[config.mk]
export PLATFORM = sky130hd
export DESIGN_NAME = windowed_watchdog_timer
export DESIGN_NICKNAME = d
export VERILOG_FILES = /design/src/wdt_pkg.sv /design/src/windowed_watchdog_timer.sv
export SDC_FILE = /design/constraint.sdc
export NUM_CORES = 1
export LEC_CHECK = 0
export BUFFER_PORTS_ARGS = -buffer_cell sky130_fd_sc_hd__clkbuf_2
export CORE_AREA = 2 2 116 107
export CTS_BUF_LIST = sky130_fd_sc_hd__clkbuf_16
export DETAILED_ROUTE_END_ITERATION = 7
export DIE_AREA = 0 0 118 109
export PLACE_DENSITY = 0.7
export SLEW_MARGIN = 40
export SYNTH_ARGS = -nofsm -noshare
export SYNTH_HDL_FRONTEND = slang
export SYNTH_SLANG_ARGS = --single-unit
[constraint.sdc]
create_clock -name i_clock -period 4.75 [get_ports i_clock]
set_input_delay 0.475 -clock i_clock [delete_from_list [all_inputs] [get_ports i_clock]]
set_output_delay 0.475 -clock i_clock [all_outputs]
set_load 0.005 [all_outputs]
[src/wdt_pkg.sv]
// Constants, layouts and types of the windowed watchdog timer
package watchdog_pkg;
    // Register indices on the plain register port
    localparam int ADDR_W = 2;
    localparam int DATA_W = 16;
    localparam logic [ADDR_W-1:0] ADDR_RESET_CTRL = 2'h0;
    localparam logic [ADDR_W-1:0] ADDR_CONFIG = 2'h1;
    localparam logic [ADDR_W-1:0] ADDR_IRQ_STATUS = 2'h2;
    localparam logic [ADDR_W-1:0] ADDR_IRQ_MASK = 2'h3;
    // Bit positions of reset_control_reg
    localparam int RC_IDLE_BIT = 2;
    localparam int RC_SLEEP_BIT = 3;
    localparam int RC_TIMEOUT_BIT = 4;
    localparam int RC_SW_EN_BIT = 5;
    // Bit positions of the interrupt status and mask registers
    localparam int IRQ_W = 3;
    localparam int IRQ_TIMEOUT_BIT = 0;
    localparam int IRQ_WINDOW_BIT = 1;
    localparam int IRQ_WAKE_BIT = 2;
    localparam int CFG_W = 8;
    // Prescaler widths: divide by 32 or by 128
    localparam logic [4:0] PRE_SHIFT_FAST = 5'h05;
    localparam logic [4:0] PRE_SHIFT_SLOW = 5'h07;
    // Tick counter spans 128 x 32768 oscillator ticks
    localparam int CNT_W = 22;
    // Timing: oscillator ticks derived from the system clock
    localparam int CLOCK_HZ = 25000000;
    localparam int OSC_HZ = 32000;
    localparam int OSC_DIV = CLOCK_HZ / OSC_HZ;
    localparam int DIV_W = $clog2(OSC_DIV);

    // Configuration word layout
    typedef struct packed {
        logic hw_watchdog_enable_fuse;
        logic window_disable_fuse;
        logic reserved;
        logic prescale_select_fuse;
        logic [3:0] postscale_select_field;
    } watchdog_config_word_t;
    localparam watchdog_config_word_t CONFIG_RESET = 8'hdf;
    localparam logic [IRQ_W-1:0] IRQ_MASK_RESET = 3'h0;

    // Instruction events from the processor core, one-cycle pulses
    typedef struct packed {
        logic watchdog_clear_instr;
        logic power_save_instr;
        logic idle_select;
        logic clock_switch_done;
        logic wake_other;
        logic device_reset;
    } core_req_t;

    // Register port request
    typedef struct packed {
        logic [ADDR_W-1:0] addr;
        logic [DATA_W-1:0] wdata;
        logic wr;
        logic rd;
    } reg_req_t;

    typedef enum logic [1:0] {
        PWR_RUN = 2'b00,
        PWR_SLEEP = 2'b01,
        PWR_IDLE = 2'b10
    } power_state_t;
endpackage : watchdog_pkg

[src/windowed_watchdog_timer.sv]
// Windowed watchdog timer with reset-control bits and interrupt
//
// The strobed register port and the register offsets were chosen for this implementation.
`timescale 1ns/1ps
`default_nettype none

// What this block does
// - Counter keeps running in Sleep and Idle when enabled.
// - Low-power time-out wakes core, which resumes after the power-save instruction.
// - Sleep and Idle bits stay set after wake-up until software clears them.
// - Hardware enable fuse set: watchdog runs until a config write clears the fuse; the software enable bit cannot stop it.
// - Fuse cleared: watchdog runs only while software enable bit 5 is set.
// - Any device reset clears the software enable bit.
// - Windowed mode: a clear before the window opens resets the device at once.
// - Time-out flag bit 4 sets on time-out and holds until software clears.
// - Clocked by the 32 kHz oscillator, enabled whenever the watchdog is.
// - Prescaler divides by 32 or 128 per prescale select fuse.
// - Four-bit postscaler divides further, 1:1 up to 1:32768.
// - Counters clear on reset, clock switch, power-save entry and exit, clear.
module windowed_watchdog_timer (
    // Clock and reset
    input wire logic i_clock,
    input wire logic i_arst_n,
    // Register port
    input wire watchdog_pkg::reg_req_t i_reg,
    output logic [watchdog_pkg::DATA_W-1:0] o_rdata,
    // Core events
    input wire watchdog_pkg::core_req_t i_core,
    // Results to the core and clock tree
    output logic o_watchdog_reset,
    output logic o_wake,
    output logic o_low_power,
    output logic o_osc_en,
    output logic o_irq
);
    import watchdog_pkg::*;

    power_state_t pwr_r, pwr_nxt;
    logic [CNT_W-1:0] cnt_r, cnt_nxt;
    logic [DIV_W-1:0] div_r, div_nxt;
    logic sw_en_r, sw_en_nxt;
    logic timeout_flag_r, timeout_flag_nxt;
    logic sleep_flag_r, sleep_flag_nxt;
    logic idle_flag_r, idle_flag_nxt;
    watchdog_config_word_t cfg_r, cfg_nxt;
    logic [IRQ_W-1:0] irq_status_r, irq_status_nxt;
    logic [IRQ_W-1:0] irq_mask_r, irq_mask_nxt;
    logic [DATA_W-1:0] rdata_r, rdata_nxt;
    logic dog_reset_r, wake_r, irq_r, osc_en_r, low_power_r;
    logic enabled, osc_tick, timeout, early_clear, dog_rst, dev_reset, wake_lp;
    logic cnt_clear, wr_rc, in_run;
    logic [4:0] period_shift;
    logic [CNT_W:0] period;
    logic [CNT_W-1:0] last_cnt, win_start;

    // Enable, oscillator tick and period decode
    always_comb begin
        enabled = cfg_r.hw_watchdog_enable_fuse | sw_en_r;
        in_run = (pwr_r == PWR_RUN);
        osc_tick = enabled && (div_r == DIV_W'(OSC_DIV - 1));
        period_shift = (cfg_r.prescale_select_fuse ? PRE_SHIFT_SLOW : PRE_SHIFT_FAST)
                       + {1'b0, cfg_r.postscale_select_field};
        period = (CNT_W+1)'(1) << period_shift;
        last_cnt = CNT_W'(period - (CNT_W+1)'(1));
        // Window opens at three quarters of the period
        win_start = CNT_W'(period - (period >> 2));
        timeout = osc_tick && (cnt_r == last_cnt);
        early_clear = i_core.watchdog_clear_instr && enabled && in_run
                      && !cfg_r.window_disable_fuse && (cnt_r < win_start);
        dog_rst = in_run && (timeout || early_clear);
        wake_lp = !in_run && timeout;
        dev_reset = i_core.device_reset || dog_rst;
        wr_rc = i_reg.wr && (i_reg.addr == ADDR_RESET_CTRL);
        // Clearing also on disable keeps a re-enable from inheriting a stale count
        cnt_clear = dev_reset || i_core.clock_switch_done || !enabled
                    || (in_run && i_core.power_save_instr)
                    || (!in_run && (timeout || i_core.wake_other))
                    || (in_run && i_core.watchdog_clear_instr);
    end

    // Oscillator divider, counter and power state
    always_comb begin
        div_nxt = div_r;
        cnt_nxt = cnt_r;
        pwr_nxt = pwr_r;
        if (!enabled || osc_tick) begin
            div_nxt = '0;
        end else begin
            div_nxt = div_r + DIV_W'(1);
        end
        // Counting goes on whatever the power state
        if (cnt_clear) begin
            cnt_nxt = '0;
        end else if (osc_tick) begin
            cnt_nxt = cnt_r + CNT_W'(1);
        end
        unique case (pwr_r)
            PWR_RUN: begin
                if (i_core.power_save_instr && !dev_reset) begin
                    pwr_nxt = i_core.idle_select ? PWR_IDLE : PWR_SLEEP;
                end
            end
            PWR_SLEEP, PWR_IDLE: begin
                if (timeout || i_core.wake_other) begin
                    pwr_nxt = PWR_RUN;
                end
            end
            default: begin
                pwr_nxt = PWR_RUN;
            end
        endcase
        if (i_core.device_reset) begin
            pwr_nxt = PWR_RUN;
        end
    end

    // Register file, flags and interrupt; hardware set wins over software clear
    always_comb begin
        sw_en_nxt = sw_en_r;
        timeout_flag_nxt = timeout_flag_r;
        sleep_flag_nxt = sleep_flag_r;
        idle_flag_nxt = idle_flag_r;
        cfg_nxt = cfg_r;
        irq_status_nxt = irq_status_r;
        irq_mask_nxt = irq_mask_r;
        rdata_nxt = '0;
        if (wr_rc) begin
            sw_en_nxt = i_reg.wdata[RC_SW_EN_BIT];
            timeout_flag_nxt = i_reg.wdata[RC_TIMEOUT_BIT];
            sleep_flag_nxt = i_reg.wdata[RC_SLEEP_BIT];
            idle_flag_nxt = i_reg.wdata[RC_IDLE_BIT];
        end
        if (i_reg.wr && i_reg.addr == ADDR_CONFIG) begin
            cfg_nxt = i_reg.wdata[CFG_W-1:0];
        end
        if (i_reg.wr && i_reg.addr == ADDR_IRQ_MASK) begin
            irq_mask_nxt = i_reg.wdata[IRQ_W-1:0];
        end
        if (i_reg.wr && i_reg.addr == ADDR_IRQ_STATUS) begin
            irq_status_nxt = irq_status_r & ~i_reg.wdata[IRQ_W-1:0];
        end
        // Hardware sets after software writes
        if (timeout || early_clear) begin
            timeout_flag_nxt = 1'b1;
            irq_status_nxt[IRQ_TIMEOUT_BIT] = 1'b1;
        end
        if (early_clear) begin
            irq_status_nxt[IRQ_WINDOW_BIT] = 1'b1;
        end
        if (wake_lp) begin
            irq_status_nxt[IRQ_WAKE_BIT] = 1'b1;
        end
        // Power-save entry sets the matching bit; wake-up leaves it alone
        if (in_run && i_core.power_save_instr && !dev_reset) begin
            if (i_core.idle_select) begin
                idle_flag_nxt = 1'b1;
            end else begin
                sleep_flag_nxt = 1'b1;
            end
        end
        if (dev_reset) begin
            sw_en_nxt = 1'b0;
        end
        if (i_reg.rd) begin
            unique case (i_reg.addr)
                ADDR_RESET_CTRL: begin
                    rdata_nxt[RC_SW_EN_BIT] = sw_en_r;
                    rdata_nxt[RC_TIMEOUT_BIT] = timeout_flag_r;
                    rdata_nxt[RC_SLEEP_BIT] = sleep_flag_r;
                    rdata_nxt[RC_IDLE_BIT] = idle_flag_r;
                end
                ADDR_CONFIG: rdata_nxt[CFG_W-1:0] = cfg_r;
                ADDR_IRQ_STATUS: rdata_nxt[IRQ_W-1:0] = irq_status_r;
                ADDR_IRQ_MASK: rdata_nxt[IRQ_W-1:0] = irq_mask_r;
            endcase
        end
    end

    // State registers; flags and configuration survive device reset, only power-up clears them
    always_ff @(posedge i_clock or negedge i_arst_n) begin
        if (!i_arst_n) begin
            pwr_r <= PWR_RUN;
            cnt_r <= '0;
            div_r <= '0;
            sw_en_r <= 1'b0;
            timeout_flag_r <= 1'b0;
            sleep_flag_r <= 1'b0;
            idle_flag_r <= 1'b0;
            cfg_r <= CONFIG_RESET;
            irq_status_r <= '0;
            irq_mask_r <= IRQ_MASK_RESET;
            rdata_r <= '0;
            dog_reset_r <= 1'b0;
            wake_r <= 1'b0;
            irq_r <= 1'b0;
            osc_en_r <= 1'b0;
            low_power_r <= 1'b0;
        end else begin
            pwr_r <= pwr_nxt;
            cnt_r <= cnt_nxt;
            div_r <= div_nxt;
            sw_en_r <= sw_en_nxt;
            timeout_flag_r <= timeout_flag_nxt;
            sleep_flag_r <= sleep_flag_nxt;
            idle_flag_r <= idle_flag_nxt;
            cfg_r <= cfg_nxt;
            irq_status_r <= irq_status_nxt;
            irq_mask_r <= irq_mask_nxt;
            rdata_r <= rdata_nxt;
            dog_reset_r <= dog_rst;
            wake_r <= wake_lp;
            irq_r <= |(irq_status_nxt & irq_mask_nxt);
            osc_en_r <= enabled;
            // Own flop so the pin carries no decode glitch
            low_power_r <= (pwr_nxt != PWR_RUN);
        end
    end

    assign o_rdata = rdata_r;
    assign o_watchdog_reset = dog_reset_r;
    assign o_wake = wake_r;
    assign o_low_power = low_power_r;
    assign o_osc_en = osc_en_r;
    assign o_irq = irq_r;
endmodule : windowed_watchdog_timer

`default_nettype wire

Yosys cells after proc, flatten, opt, wreduce, memory -nomap -nowiden

Index checks and enable logic that the tools add are counted.

Add/subtract/negate cells: 5
Mux-type cells: 29
$lt $le $gt $ge: 1
Reductions and logical operators: 38
$mul: 0
Bitwise gates (word level): 4
Equal/unequal tests: 7
Shift-type cells: 1
Divide/modulo/power cells: 0

Operators by type and width:

| kind                    | count |
|---|---|
| $mux W22                | 2 |
| $shl A1 B5 Y23 const A  | 1 |
| $add A22 B1 Y22 const B | 1 |
| $eq A22 B22 Y1          | 1 |
| $lt A22 B22 Y1          | 1 |
| $sub A22 B1 Y22 const B | 1 |
| $sub A22 B21 Y22        | 1 |
| $logic_and A1 B1 Y1     | 17 |
| $mux W1                 | 13 |
| $mux W2                 | 6 |
| $add A10 B1 Y10 const B | 1 |
| $eq A10 B10 Y1 const B  | 1 |
| $mux W10                | 1 |
| $logic_or A1 B1 Y1      | 9 |
| $mux W8                 | 1 |
| $reduce_bool A2 Y1      | 4 |
| $and A3 B3 Y3           | 2 |
| $eq A2 B2 Y1 const B    | 3 |
| $mux W3                 | 2 |
| $pmux W2 S3             | 1 |
| $pmux W3 S2             | 1 |
| $add A3 B4 Y5           | 1 |
| $eq A2 B1 Y1 const B    | 2 |
| $logic_not A1 Y1        | 4 |
| 7 further kinds         | 8 |

Flip-flop bits (word level): 65
Latch bits: 0
RAM bits: 0
Input bits: 28
Memories kept: 0
Memory bits (read-only): 0
Logic and storage cells: 105

Logic depth before layout (Yosys ltp)

Gate-level depths: netlist (run 1).

Depth after elaboration: 15
Mapped depth: 26
Depth with buffers taken out: 22

Worst setup path after synthesis (run 1)

Ideal clock, no wire load.

Path type: reg-to-reg
Start: register cfg_r[2] (netlist name)
End: register pwr_r[0]
Required time: 4.681 ns
Arrival time: 4.783 ns
Period minus slack after synthesis: 4.852 ns
Stages on the path, launching flop included: 24
Path buffers: 5
Path slack: -0.102 ns
Path through: dfstp_2 -> buf_2 -> buf_2 -> buf_1 -> xnor2_1 -> or3_1 -> ha_1 -> clkbuf_1 -> nand4_1 -> a2111oi_0 -> or3_1 -> a21o_1 -> a21oi_1 -> xor2_1 -> ha_1 -> and3_1 -> a221o_1 -> nand3_1 -> o2111ai_1 -> a211oi_1 -> nand2_1 -> clkbuf_1 -> a31o_2 -> nand3_1

Longest elaborated chain between the ends: 13
Elaborated cells on any way between the ends: 18

Ends and longest elaborated chain:

| item                                                | line                                                         | text |
|---|---|---|
| start, declared                                     | windowed_watchdog_timer.sv:45                                | `watchdog_config_word_t cfg_r, cfg_nxt;` |
| start signal, assigned                              | windowed_watchdog_timer.sv:206                               | `cfg_r <= cfg_nxt;` |
| $add A3 B4 Y5 (*)                                   | windowed_watchdog_timer.sv:62                                | `+ {1'b0, cfg_r.postscale_select_field};` |
| $shl A1 B5 Y23 (*)                                  | windowed_watchdog_timer.sv:63                                | `period = (CNT_W+1)'(1) << period_shift;` |
| $sub A22 B21 Y22 or $sub A22 B1 Y22 (tied branches) | windowed_watchdog_timer.sv:66, windowed_watchdog_timer.sv:64 |  |
| $lt A22 B22 Y1 or $eq A22 B22 Y1 (tied branches)    | windowed_watchdog_timer.sv:69, windowed_watchdog_timer.sv:67 |  |
| $logic_and A1 B1 Y1, on equally long branches       | windowed_watchdog_timer.sv:69, windowed_watchdog_timer.sv:67 |  |
| $logic_or A1 B1 Y1                                  | windowed_watchdog_timer.sv:70                                | `dog_rst = in_run && (timeout \|\| early_clear);` |
| $logic_and A1 B1 Y1                                 | windowed_watchdog_timer.sv:70                                |  |
| $logic_or A1 B1 Y1                                  | windowed_watchdog_timer.sv:72                                | `dev_reset = i_core.device_reset \|\| dog_rst;` |
| $logic_not A1 Y1                                    | windowed_watchdog_timer.sv:99                                | `if (i_core.power_save_instr && !dev_reset) begin` |
| $logic_and A1 B1 Y1                                 | windowed_watchdog_timer.sv:99                                |  |
| $mux W2                                             | windowed_watchdog_timer.sv:99                                |  |
| $pmux W2 S2 (*)                                     | windowed_watchdog_timer.sv:97                                | `unique case (pwr_r)` |
| $mux W2 (*)                                         | windowed_watchdog_timer.sv:112                               | `if (i_core.device_reset) begin` |
| named net pwr_nxt[0]                                | windowed_watchdog_timer.sv:38                                | `power_state_t pwr_r, pwr_nxt;` |
| end signal, assigned                                | windowed_watchdog_timer.sv:199                               | `pwr_r <= pwr_nxt;` |
| end, declared                                       | windowed_watchdog_timer.sv:38                                |  |

The timed path passes the listed nets; every way through them passes the cells marked *.
A chain may end at the register's enable or synchronous reset.

Worst setup path after layout (run 1)

Start: register cfg_r[4] (netlist name)
End: register pwr_r[1]

Longest elaborated chain between the ends: 14
Elaborated cells on any way between the ends: 19

Ends and longest elaborated chain:

| item                                                | line                                                         | text |
|---|---|---|
| $mux W2 (*)                                         | windowed_watchdog_timer.sv:61                                | `period_shift = (cfg_r.prescale_select_fuse ? PRE_SHIFT_SLOW : PRE_SHIFT_FAST)` |
| $add A3 B4 Y5 (*)                                   | windowed_watchdog_timer.sv:62                                |  |
| $shl A1 B5 Y23 (*)                                  | windowed_watchdog_timer.sv:63                                |  |
| $sub A22 B21 Y22 or $sub A22 B1 Y22 (tied branches) | windowed_watchdog_timer.sv:66, windowed_watchdog_timer.sv:64 |  |
| $lt A22 B22 Y1 or $eq A22 B22 Y1 (tied branches)    | windowed_watchdog_timer.sv:69, windowed_watchdog_timer.sv:67 |  |
| $logic_and A1 B1 Y1, on equally long branches       | windowed_watchdog_timer.sv:69, windowed_watchdog_timer.sv:67 |  |
| $logic_or A1 B1 Y1                                  | windowed_watchdog_timer.sv:70                                |  |
| $logic_and A1 B1 Y1                                 | windowed_watchdog_timer.sv:70                                |  |
| $logic_or A1 B1 Y1                                  | windowed_watchdog_timer.sv:72                                |  |
| $logic_not A1 Y1                                    | windowed_watchdog_timer.sv:99                                |  |
| $logic_and A1 B1 Y1                                 | windowed_watchdog_timer.sv:99                                |  |
| $mux W2                                             | windowed_watchdog_timer.sv:99                                |  |
| $pmux W2 S2 (*)                                     | windowed_watchdog_timer.sv:97                                |  |
| $mux W2 (*)                                         | windowed_watchdog_timer.sv:112                               |  |
| named net pwr_nxt[1]                                | windowed_watchdog_timer.sv:38                                |  |

Marks and branches as above.

==> impl_metrics.ini, run 1 <==
[sta]
period_share = 1.04
fmax_mhz = 202
setup_viol = 33
period_needed_ns = 4.95
worst_slew_pin_slew_ns = 0.840
postLayoutSetupSlackWorst_ns = -0.200
maxSlewHeadroom = 0.439
final-hold-violation-count = 0
rsz0062_at_grt = true
finalSetupTns_ns = -5.01
slew_viol_final = 0
holdWs_ns = 0.201
fin_worst_skew_ns = 0.00635

[worst_setup_path]
cp_bufs_invs = 3
path_cells = ha_4 > buf_8 > nand2b_4 > or3_4 > ha_4 > buf_6 > a21oi_2 > o22ai_2 > or3_1 > o31a_1 > a211oi_2 > nor2_1 > nor2_1 > xor2_1 > ha_2 > and3_4 > nand4_1 > nor3_2 > a211oi_4 > nand2_4 > buf_6 > a31o_2 > nand3_2
crit_required_ns = 5.01
critPathLaunchType = flip-flop
largest_driver_fanout_on_the_critical_path = 7
worst-setup-path-type = reg2reg
crit_path_end_kind = flip-flop
worst-endpoint-arrival_ns = 5.21
critical-path-top-delay-family = simple AND/OR/NAND/NOR gates
crit_path_max_incr_delay_ns = 0.57
slowest_stage = dfstp_2

[placement]
dp_hpwl_um = 11700
post_dp_cell_area_um2 = 6560
gpl.final_weighted_congestion = 0.981
dp_slack_ns = -0.705
portBuffers = 32

[logic_synthesis]
synth-adder-area-share = 0.111
post_synth_and_or_nand_nor_area_fraction = 0.277
synth_top_family_by_area = simple AND/OR/NAND/NOR gates
synth_ff_type = dfrtp_1
synth_area_leaders = dfrtp_1 25%, ha_1 11%, xor2_1 5.0%
synth_warn = 0
postSynthAreaPerCell_um2 = 8.39
yosys.area.top_type_share = 0.253
netlist_instances = 683
yosysSeqAreaShare = 0.285
fraction_of_synthesized_area_in_multiplexers = 0.0500
synth.ff_latch_count = 65
synth_enable_flop_cells = 0
synth_cell_type_count = 70
synth_compound_gate_area_share = 0.136
synth_area_leader_cell = dfrtp_1
mappedNetlistArea_um2 = 5730
synth_xor_xnor_area_share = 0.0826
synthArstFlopShare = 1.00

[cts]
holdBufCountCts = 0
cts.sink_count = 65
number_of_buffers_created_by_cts = 9
clock_latency_ns = 0.33
tritoncts = yes
clkSlewWorstSetupHoldPaths_ns = 0.06
clock_root_buffer_master = clkbuf_16
maximum_level_of_the_cts_h_tree = 3
clock_path_buffers = 2

[cells_and_area]
finalInstanceArea_um2 = 7440
final_core_utilization = 0.634
post_route_cells_drive_above_1_share = 0.302
n_antenna_cell = 0
layout-area-overhead-vs-synth_pct = 29.9
final_nets = 877

[floorplan]
fp.dieArea_um2 = 12900
num_rows = 38
io_count = 49
floorplan.core_area_um2 = 11700
start_util = 0.488
die-width_um = 118
floorplan.die.height_um = 109

[grt]
grt_max_degree = 66
grt_util_all_layers = 0.254
antenna_found_initial = 0
global_route.usage.met3 = 0.0486
vias_in_the_first_global_route = 5291
busiest_layer = met2
groute.layer.met2.usage = 0.434
grt_remaining_overflow = 0
grt_first_pass_wirelength_um = 26100
met1_resource_use_gr = 0.321

[status]
failed_checks = setup timing
run_status = complete, but fails checks

[detailed_routing]
drt.antenna.violating_nets = 0
first_pass_detailed_route_iteration_total = 5
routed-via-count = 5416
initialDrtViolationCount = 351
drt-vias-per-instance = 5.62
drt_drc_violations_left = 0
routed_wl_um = 15900
route.detailed.wl_per_inst_um = 16.5

[pwr]
p_leak_nw = 3.50
ir_worst_vdd_uv = 255
power-per-cell-area_nw_per_um2 = 409

[run]
max-cap-violations = 0

[hold_path]
hold_class = in2async
## Yosys cell counts, types with 3 or more instances
| cell | n |
|---|---|
| nor3_1 | 14 |
| nand3b_1 | 8 |
| mux2i_1 | 14 |
| a2111oi_0 | 3 |
| a211oi_1 | 6 |
| buf_4 | 8 |
| nor2_1 | 72 |
| or3_1 | 8 |
| nand4_1 | 19 |
| inv_1 | 38 |
| clkbuf_1 | 15 |
| or2_2 | 5 |
| nor2b_1 | 12 |
| nor3b_1 | 3 |
| nand2b_1 | 14 |
| o21a_1 | 5 |
| nand3_1 | 38 |
| ha_1 | 49 |
| a21boi_0 | 3 |
| o21ai_0 | 26 |
| buf_2 | 9 |
| mux2_2 | 11 |
| xnor2_1 | 21 |
| and3_1 | 13 |
| o211ai_1 | 3 |
| dfrtp_1 | 58 |
| dfstp_2 | 7 |
| nand2_1 | 53 |
| xor2_1 | 33 |
| and2_1 | 6 |
| a21oi_1 | 29 |
| nor4_1 | 8 |
| a21o_1 | 15 |
| a31o_2 | 3 |
## cell families (layout without fill, tap and decap cells)
| kind of cell | after synthesis | in the layout |
|---|---|---|
| flip-flops | 65 | 65 |
| XOR/XNOR | 54 | 54 |
| AO/OA/AOI/OAI | 117 | 117 |
| buffers and inverters | 74 | 177 |
| multiplexers | 26 | 26 |
| other | 2 | 20 |
| AND/OR/NAND/NOR | 295 | 295 |
| adder cells (fa/ha/maj) | 50 | 50 |
## worst paths after layout
check / from / end / slack [ns] / cells after the start
setup / recovery: cfg_r[4] / pwr_r[1] / -0.20 / 23
hold / removal: i_arst_n / cnt_r[18] / 0.20 / 2
setup reg to reg: cfg_r[4] / pwr_r[1] / -0.20 / 23
hold reg to reg: cfg_r[5] / cfg_r[5] / 0.50 / 1
max in group asynchronous: i_arst_n / div_r[8] / 4.10 / 2
min in group i_clock: i_reg[8] / cfg_r[6] / 0.38 / 2
## where the power goes
| group | total (W) | internal, W | switching [W] |
|---|---|---|---|
| logic | 0.00168 | 0.000830 | 0.000852 |
| registers | 0.000662 | 0.000614 | 0.0000482 |
| clock network | 0.000702 | 0.000458 | 0.000244 |
## layout by cell type, fill, tap and decap left out, types with 13 or more instances in the layout
cell | Yosys | final
o21ai_0 | 26 | 21
a21o_1 | 15 | 15
nand4_1 | 19 | 19
ha_1 | 49 | 41
conb_1 | 2 | 20
nor2_1 | 72 | 60
xor2_1 | 33 | 33
nand3_1 | 38 | 32
clkbuf_2 | 0 | 32
dfrtp_1 | 58 | 58
buf_4 | 8 | 80
inv_1 | 38 | 36
a21oi_1 | 29 | 24
nand2_1 | 53 | 47
mux2i_1 | 14 | 14
xnor2_1 | 21 | 20
nand2b_1 | 14 | 13
## routing by layer
metal  wire [um]  up-vias  part of all wire
met5           0        -                 0
met4         272        0             0.017
met3         963       28             0.060
met2        7790      177              0.49
met1        6900     2590              0.43
li1            -     2621                 -
## layout make-up
type	instances	area [um2]
multi-input combinational	562	4240
sequential	65	1640
timing repair buffer	122	898
clock buffer	9	225
tap	160	200
inverter	39	146
clock inverter	7	96.3
fill	1011	4300
## sequential cells by signal, summed over array words and instances, names as in the netlist
signal,flops
cnt_r,22
div_r,10
cfg_r,8
o_rdata,8
irq_mask_r,3
irq_status_r,3
pwr_r,2
idle_flag_r,1
o_irq,1
o_low_power,1
o_osc_en,1
o_wake,1
o_watchdog_reset,1
sleep_flag_r,1
sw_en_r,1
timeout_flag_r,1
## what timing repair did
item	4_1_cts	5_1_grt
endpoints found under the setup margin	33	33
gates cloned	3	0
endpoints found under the hold margin	0	0
pin swaps	23	27
resized for setup	62	37
setup buffers	14	4
## metrics by stage
step,cells,total power [W]
2_1_floorplan,701,0.00152
3_3_place_gp,931,0.00199
3_5_place_dp,931,0.00205
4_1_cts,963,0.00299
5_1_grt,964,0.00325
6_report,964,0.00305
Note: power is estimated with default switching activity, not from simulation.
==> inputs of run 2 (changes only) <==
--- a/config.mk
+++ b/config.mk
@@ -11,6 +11,7 @@
 export DETAILED_ROUTE_END_ITERATION = 7
 export DIE_AREA = 0 0 118 109
 export PLACE_DENSITY = 0.7
+export SKIP_CTS_REPAIR_TIMING = 1
 export SLEW_MARGIN = 40
 export SYNTH_ARGS = -nofsm -noshare
 export SYNTH_HDL_FRONTEND = slang
==> run 2 against run 1 <==
  * Largest cell class unchanged
  * Highest routed layer unchanged
  * Wire length is 0.38% higher
  * Worst setup slack worse by 0.051 ns
  * Register-to-register slack lost 0.05 ns
  * Cell count fell by 0.52%
  * The flow still finishes with violations (setup timing)
  * Largest power group unchanged
==> impl_metrics.ini, run 2 (synthesis results as in run 1) <==
[detailed_routing]
route.detailed.wl_per_inst_um = 16.7
drt-vias-per-instance = 5.66
drt_drc_violations_left = 0
routed-via-count = 5424
initialDrtViolationCount = 402
first_pass_detailed_route_iteration_total = 5
routed_wl_um = 16000
drt.antenna.violating_nets = 0

[cells_and_area]
most_common_cell_after_layout_fill_and_taps_aside = buf_4
n_antenna_cell = 0
max_reg_flops = 22
final_nets = 872
final_core_utilization = 0.629
post_route_cells_drive_above_1_share = 0.277
layout-area-overhead-vs-synth_pct = 29.0
register_ranked_first_by_flip_flop_count = cnt_r
layout_common_cells = 73 x buf_4, 60 x nor2_1, 58 x dfrtp_1
final_cells = 959
layout_filler_cell_count = 1011
layout_top_registers = cnt_r x22, div_r x10

[sta]
worst_slew_pin_slew_ns = 0.829
finalSetupTns_ns = -6.79
fmax_mhz = 200
period_needed_ns = 5.00
period_share = 1.05
slew_viol_final = 0
postLayoutSetupSlackWorst_ns = -0.252
setup_viol = 33
final-hold-violation-count = 0
rsz0062_at_grt = true
maxSlewHeadroom = 0.446
fin_worst_skew_ns = 0.00614

[placement]
dp_hpwl_um = 11700
gpl.final_weighted_congestion = 0.981
portBuffers = 32
placedCellCount = 931

[floorplan]
io_count = 49
start_util = 0.488
die-width_um = 118
floorplan.die.height_um = 109
floorplan.core_area_um2 = 11700
fp.dieArea_um2 = 12900
num_rows = 38

[status]
failed_checks = setup timing
run_status = complete, but fails checks

[cts]
cts.sink_count = 65
clkSlewWorstSetupHoldPaths_ns = 0.06
maximum_level_of_the_cts_h_tree = 3
clock_latency_ns = 0.33
clock_root_buffer_master = clkbuf_16
tritoncts = yes
clock_path_buffers = 2
number_of_buffers_created_by_cts = 9

[pwr]
p_leak_nw = 3.48
post-layout-total-power_w = 0.00302
ir_worst_vdd_uv = 255
power-per-cell-area_nw_per_um2 = 409

[hold_path]
hold_class = in2async

[worst_setup_path]
largest_driver_fanout_on_the_critical_path = 6
slowest_stage = dfstp_2
path_cells = ha_4 > or4_4 > nor2_4 > buf_6 > ha_4 > o21a_1 > nor2_4 > a2111oi_4 > buf_4 > o31a_1 > a211oi_2 > nor2_1 > nor2_1 > xor2_1 > ha_1 > and3_4 > nand4_1 > nor3_2 > a211oi_4 > nand2_4 > nand3_4 > clkbuf_16 > nor2_2
critPathLaunchType = flip-flop
worst-endpoint-arrival_ns = 5.22
crit_path_max_incr_delay_ns = 0.56
worst-setup-path-type = reg2reg
crit_path_end_kind = flip-flop
crit_required_ns = 4.97

[grt]
grt_remaining_overflow = 0
grt_util_all_layers = 0.239
grt_first_pass_wirelength_um = 24600
vias_in_the_first_global_route = 5060
grt_max_degree = 66
antenna_found_initial = 0

[run]
max-cap-violations = 0
run 2: cell types whose count changed in the layout (fill, tap and decap cells not counted), moves of 3 or more:
cell and change:
nand2_2 -4, a21oi_2 -3, clkbuf_16 +3, nand2_1 +4
a21oi_1 +3, o21ai_1 -3, buf_4 -7
run 2: area by class of cell:
type / count / area, um2 / share of cell area
Multi-Input combinational cell: 562 / 4180 / 0.566
Sequential cell: 65 / 1640 / 0.221
Timing Repair Buffer: 117 / 906 / 0.123
Clock buffer: 9 / 225 / 0.0305
Tap cell: 160 / 200 / 0.0271
Inverter: 39 / 146 / 0.0198
Clock inverter: 7 / 96.3 / 0.0130
run 2: where the power goes:
group	switching (W)	total [W]	internal, W
clock network	0.000244	0.000703	0.000459
logic	0.000843	0.00166	0.000816
registers	0.0000479	0.000662	0.000614
run 2: per-stage QoR:
step / setup slack [ns] / hold slack [ns] / area (um2)
2_1_floorplan: 0.00415 / 0.179 / 5810
3_3_place_gp: -0.594 / 0.486 / 6560
3_5_place_dp: -0.705 / 0.489 / 6560
4_1_cts: -0.768 / 0.343 / 6890
5_1_grt: -0.466 / 0.265 / 7390
6_report: -0.252 / 0.219 / 7390
run 2: worst max-delay path, delay by kind of cell (launching register included):
family	cells	cell delay [ns]
DFF	1	0.56
xor gates and xnor gates	1	0.28
AOI/OAI and AO/OA	5	1.05
adders and majority gates	3	0.72
buffers and inverters	3	0.50
and+or+nand+nor	11	1.77
run 2: worst paths after layout:
check | startpoint | endpoint | slack [ns] | cells past startpoint
max | cfg_r[4] | cnt_r[2] | -0.25 | 23
min | i_arst_n | cnt_r[18] | 0.22 | 2
max reg2reg | cfg_r[4] | cnt_r[2] | -0.25 | 23
min reg2reg | cfg_r[5] | cfg_r[5] | 0.50 | 1
max in group asynchronous | i_arst_n | div_r[8] | 4.11 | 2
min in group i_clock | i_reg[8] | cfg_r[6] | 0.38 | 2
run 2: layer usage:
metal	track usage	vias to the layer above	share of wire
li1	-	2625	-
met1	0.315	2591	0.44
met2	0.412	179	0.49
met3	0.0282	29	0.053
met4	0.0792	0	0.019
met5	0	-	0
==> inputs of run 3 (changes only) <==
--- a/config.mk
+++ b/config.mk
@@ -5,12 +5,12 @@
 export SDC_FILE = /design/constraint.sdc
 export NUM_CORES = 1
 export LEC_CHECK = 0
-export BUFFER_PORTS_ARGS = -buffer_cell sky130_fd_sc_hd__clkbuf_2
 export CORE_AREA = 2 2 116 107
 export CTS_BUF_LIST = sky130_fd_sc_hd__clkbuf_16
 export DETAILED_ROUTE_END_ITERATION = 7
 export DIE_AREA = 0 0 118 109
-export PLACE_DENSITY = 0.7
+export DONT_BUFFER_PORTS = 1
+export PLACE_DENSITY = 0.67
 export SKIP_CTS_REPAIR_TIMING = 1
 export SLEW_MARGIN = 40
 export SYNTH_ARGS = -nofsm -noshare
==> run 3 against run 2 <==
  * The flow still finishes with violations (setup timing)
  * Core utilization fell by 1.8 points
  * Total power fell by 2.7%
  * Global-route usage barely moved
  * Final area fell by 2.9%
  * Sequential share of layout area rose by 0.65 points
  * Critical path type unchanged
  * Critical endpoint is now o_irq
  * Largest power group unchanged
==> impl_metrics.ini, run 3 (synthesis results as in run 1) <==
[cells_and_area]
final_core_utilization = 0.611
n_antenna_cell = 0
max_reg_flops = 22
layout_common_cells = 86 x buf_4, 62 x nor2_1, 58 x dfrtp_1
layout_filler_cell_count = 1052
layout-area-overhead-vs-synth_pct = 25.3
final_cells = 936
final_nets = 849
layout_top_registers = cnt_r x22, div_r x10
most_common_cell_after_layout_fill_and_taps_aside = buf_4
register_ranked_first_by_flip_flop_count = cnt_r
post_route_cells_drive_above_1_share = 0.247

[sta]
period_needed_ns = 4.95
postLayoutSetupSlackWorst_ns = -0.199
setup_viol = 33
final-hold-violation-count = 0
slew_viol_final = 0
maxSlewHeadroom = 0.445
period_share = 1.04
worst_slew_pin_slew_ns = 0.830
finalSetupTns_ns = -5.37
fin_worst_skew_ns = 0.00841
fmax_mhz = 202
rsz0062_at_grt = true

[cts]
clock_root_buffer_master = clkbuf_16
clock_latency_ns = 0.33
tritoncts = yes
clock_path_buffers = 2
cts.sink_count = 65
clkSlewWorstSetupHoldPaths_ns = 0.06
number_of_buffers_created_by_cts = 9
maximum_level_of_the_cts_h_tree = 3

[worst_setup_path]
reg2regPathDepth = 22
crit_path_max_incr_delay_ns = 0.56
crit_required_ns = 5.02
slowest_stage = or4_4
critPathLaunchType = flip-flop
largest_driver_fanout_on_the_critical_path = 5
rr_endpoint = o_irq
r2r_setup_slack_ns = -0.20
worst-endpoint-arrival_ns = 5.22
worst-setup-path-type = reg2reg
path_cells = ha_4 > or4_4 > nor2_4 > inv_2 > ha_4 > o21a_1 > o31ai_4 > a2111oi_4 > or3_4 > a21o_1 > a21oi_2 > xor2_1 > ha_1 > and3_4 > a221o_1 > nand3_2 > o2111ai_2 > a211oi_2 > nand2_2 > buf_6 > a31o_2 > nand3_2
rr_startpoint = cfg_r[1]
crit_path_end_kind = flip-flop

[grt]
antenna_found_initial = 0
grt_max_degree = 66
vias_in_the_first_global_route = 4961
grt_first_pass_wirelength_um = 24500
grt_util_all_layers = 0.239
grt_remaining_overflow = 0

[detailed_routing]
drt-vias-per-instance = 5.71
routed_wl_um = 15700
drt.antenna.violating_nets = 0
route.detailed.wl_per_inst_um = 16.8
drt_drc_violations_left = 0
first_pass_detailed_route_iteration_total = 5
initialDrtViolationCount = 446
routed-via-count = 5347

[floorplan]
num_rows = 38
floorplan.die.height_um = 109
floorplan.core_area_um2 = 11700
io_count = 49
die-width_um = 118
fp.dieArea_um2 = 12900
start_util = 0.488

[placement]
placedCellCount = 908
dp_hpwl_um = 11800
gpl.final_weighted_congestion = 0.980
portBuffers = 0
dp_slack_ns = -0.531

[status]
run_status = complete, but fails checks
failed_checks = setup timing

[run]
max-cap-violations = 0

[pwr]
power-per-cell-area_nw_per_um2 = 410
ir_worst_vdd_uv = 270
p_leak_nw = 3.38

[hold_path]
hold_class = in2async
## run 3: cell count changes in the layout (fill, tap and decap cells not counted), sizes merged
cell,previous run,this run
inv,40,41
buf,82,92
dlygate4sd3,0,1
clkinvlp,2,0
clkinv,2,3
clkbuf,44,10
## run 3: worst max-delay path: cells and delay by family (launching register included)
kind	cells	cell delay (ns)
simple gates	7	1.63
compound gates	9	1.57
fa+ha+maj	3	0.70
buf+inv	2	0.24
flops	1	0.55
xor+xnor	1	0.18
## run 3: layout make-up
cell class | count | area, um2 | area share
repair buffers | 94 | 773 | 0.108
multi-input cells | 562 | 4110 | 0.572
inverters | 39 | 146 | 0.0204
well taps | 160 | 200 | 0.0279
flip-flops and latches | 65 | 1640 | 0.228
clock buffers | 9 | 225 | 0.0314
clock inverters | 7 | 95.1 | 0.0132
## run 3: metrics by stage
step | total power (W) | hold slack (ns) | cell area (um2)
after floorplan | 0.00152 | 0.179 | 5810
after global placement | 0.00199 | 0.181 | 6450
after detailed placement | 0.00203 | 0.181 | 6460
after CTS | 0.00275 | -0.176 | 6780
after global routing | 0.00313 | 0.0210 | 7180
final | 0.00294 | 0.00510 | 7180
## run 3: layer usage
| metal | global-route usage | share of wire |
|---|---|---|
| met2 | 0.378 | 0.46 |
| met3 | 0.0397 | 0.045 |
| met4 | 0.0912 | 0.019 |
| met5 | 0 | 0 |
| met1 | 0.330 | 0.47 |
## run 3: worst max path at each step
stage          startpoint                to  depth (start not counted)
5_1_grt          cfg_r[1]          pwr_r[0]                         22
3_3_place_gp     cfg_r[1]  o_watchdog_reset                         22
6_report         cfg_r[1]             o_irq                         22
2_1_floorplan    cfg_r[1]             o_irq                         22
4_1_cts          cfg_r[1]  o_watchdog_reset                         22
3_5_place_dp     cfg_r[1]  o_watchdog_reset                         22
## run 3: power breakdown
group	internal (W)	switching (W)	total, W
sequential	0.000614	0.0000553	0.000669
combinational	0.000764	0.000801	0.00157
clock	0.000460	0.000248	0.000708
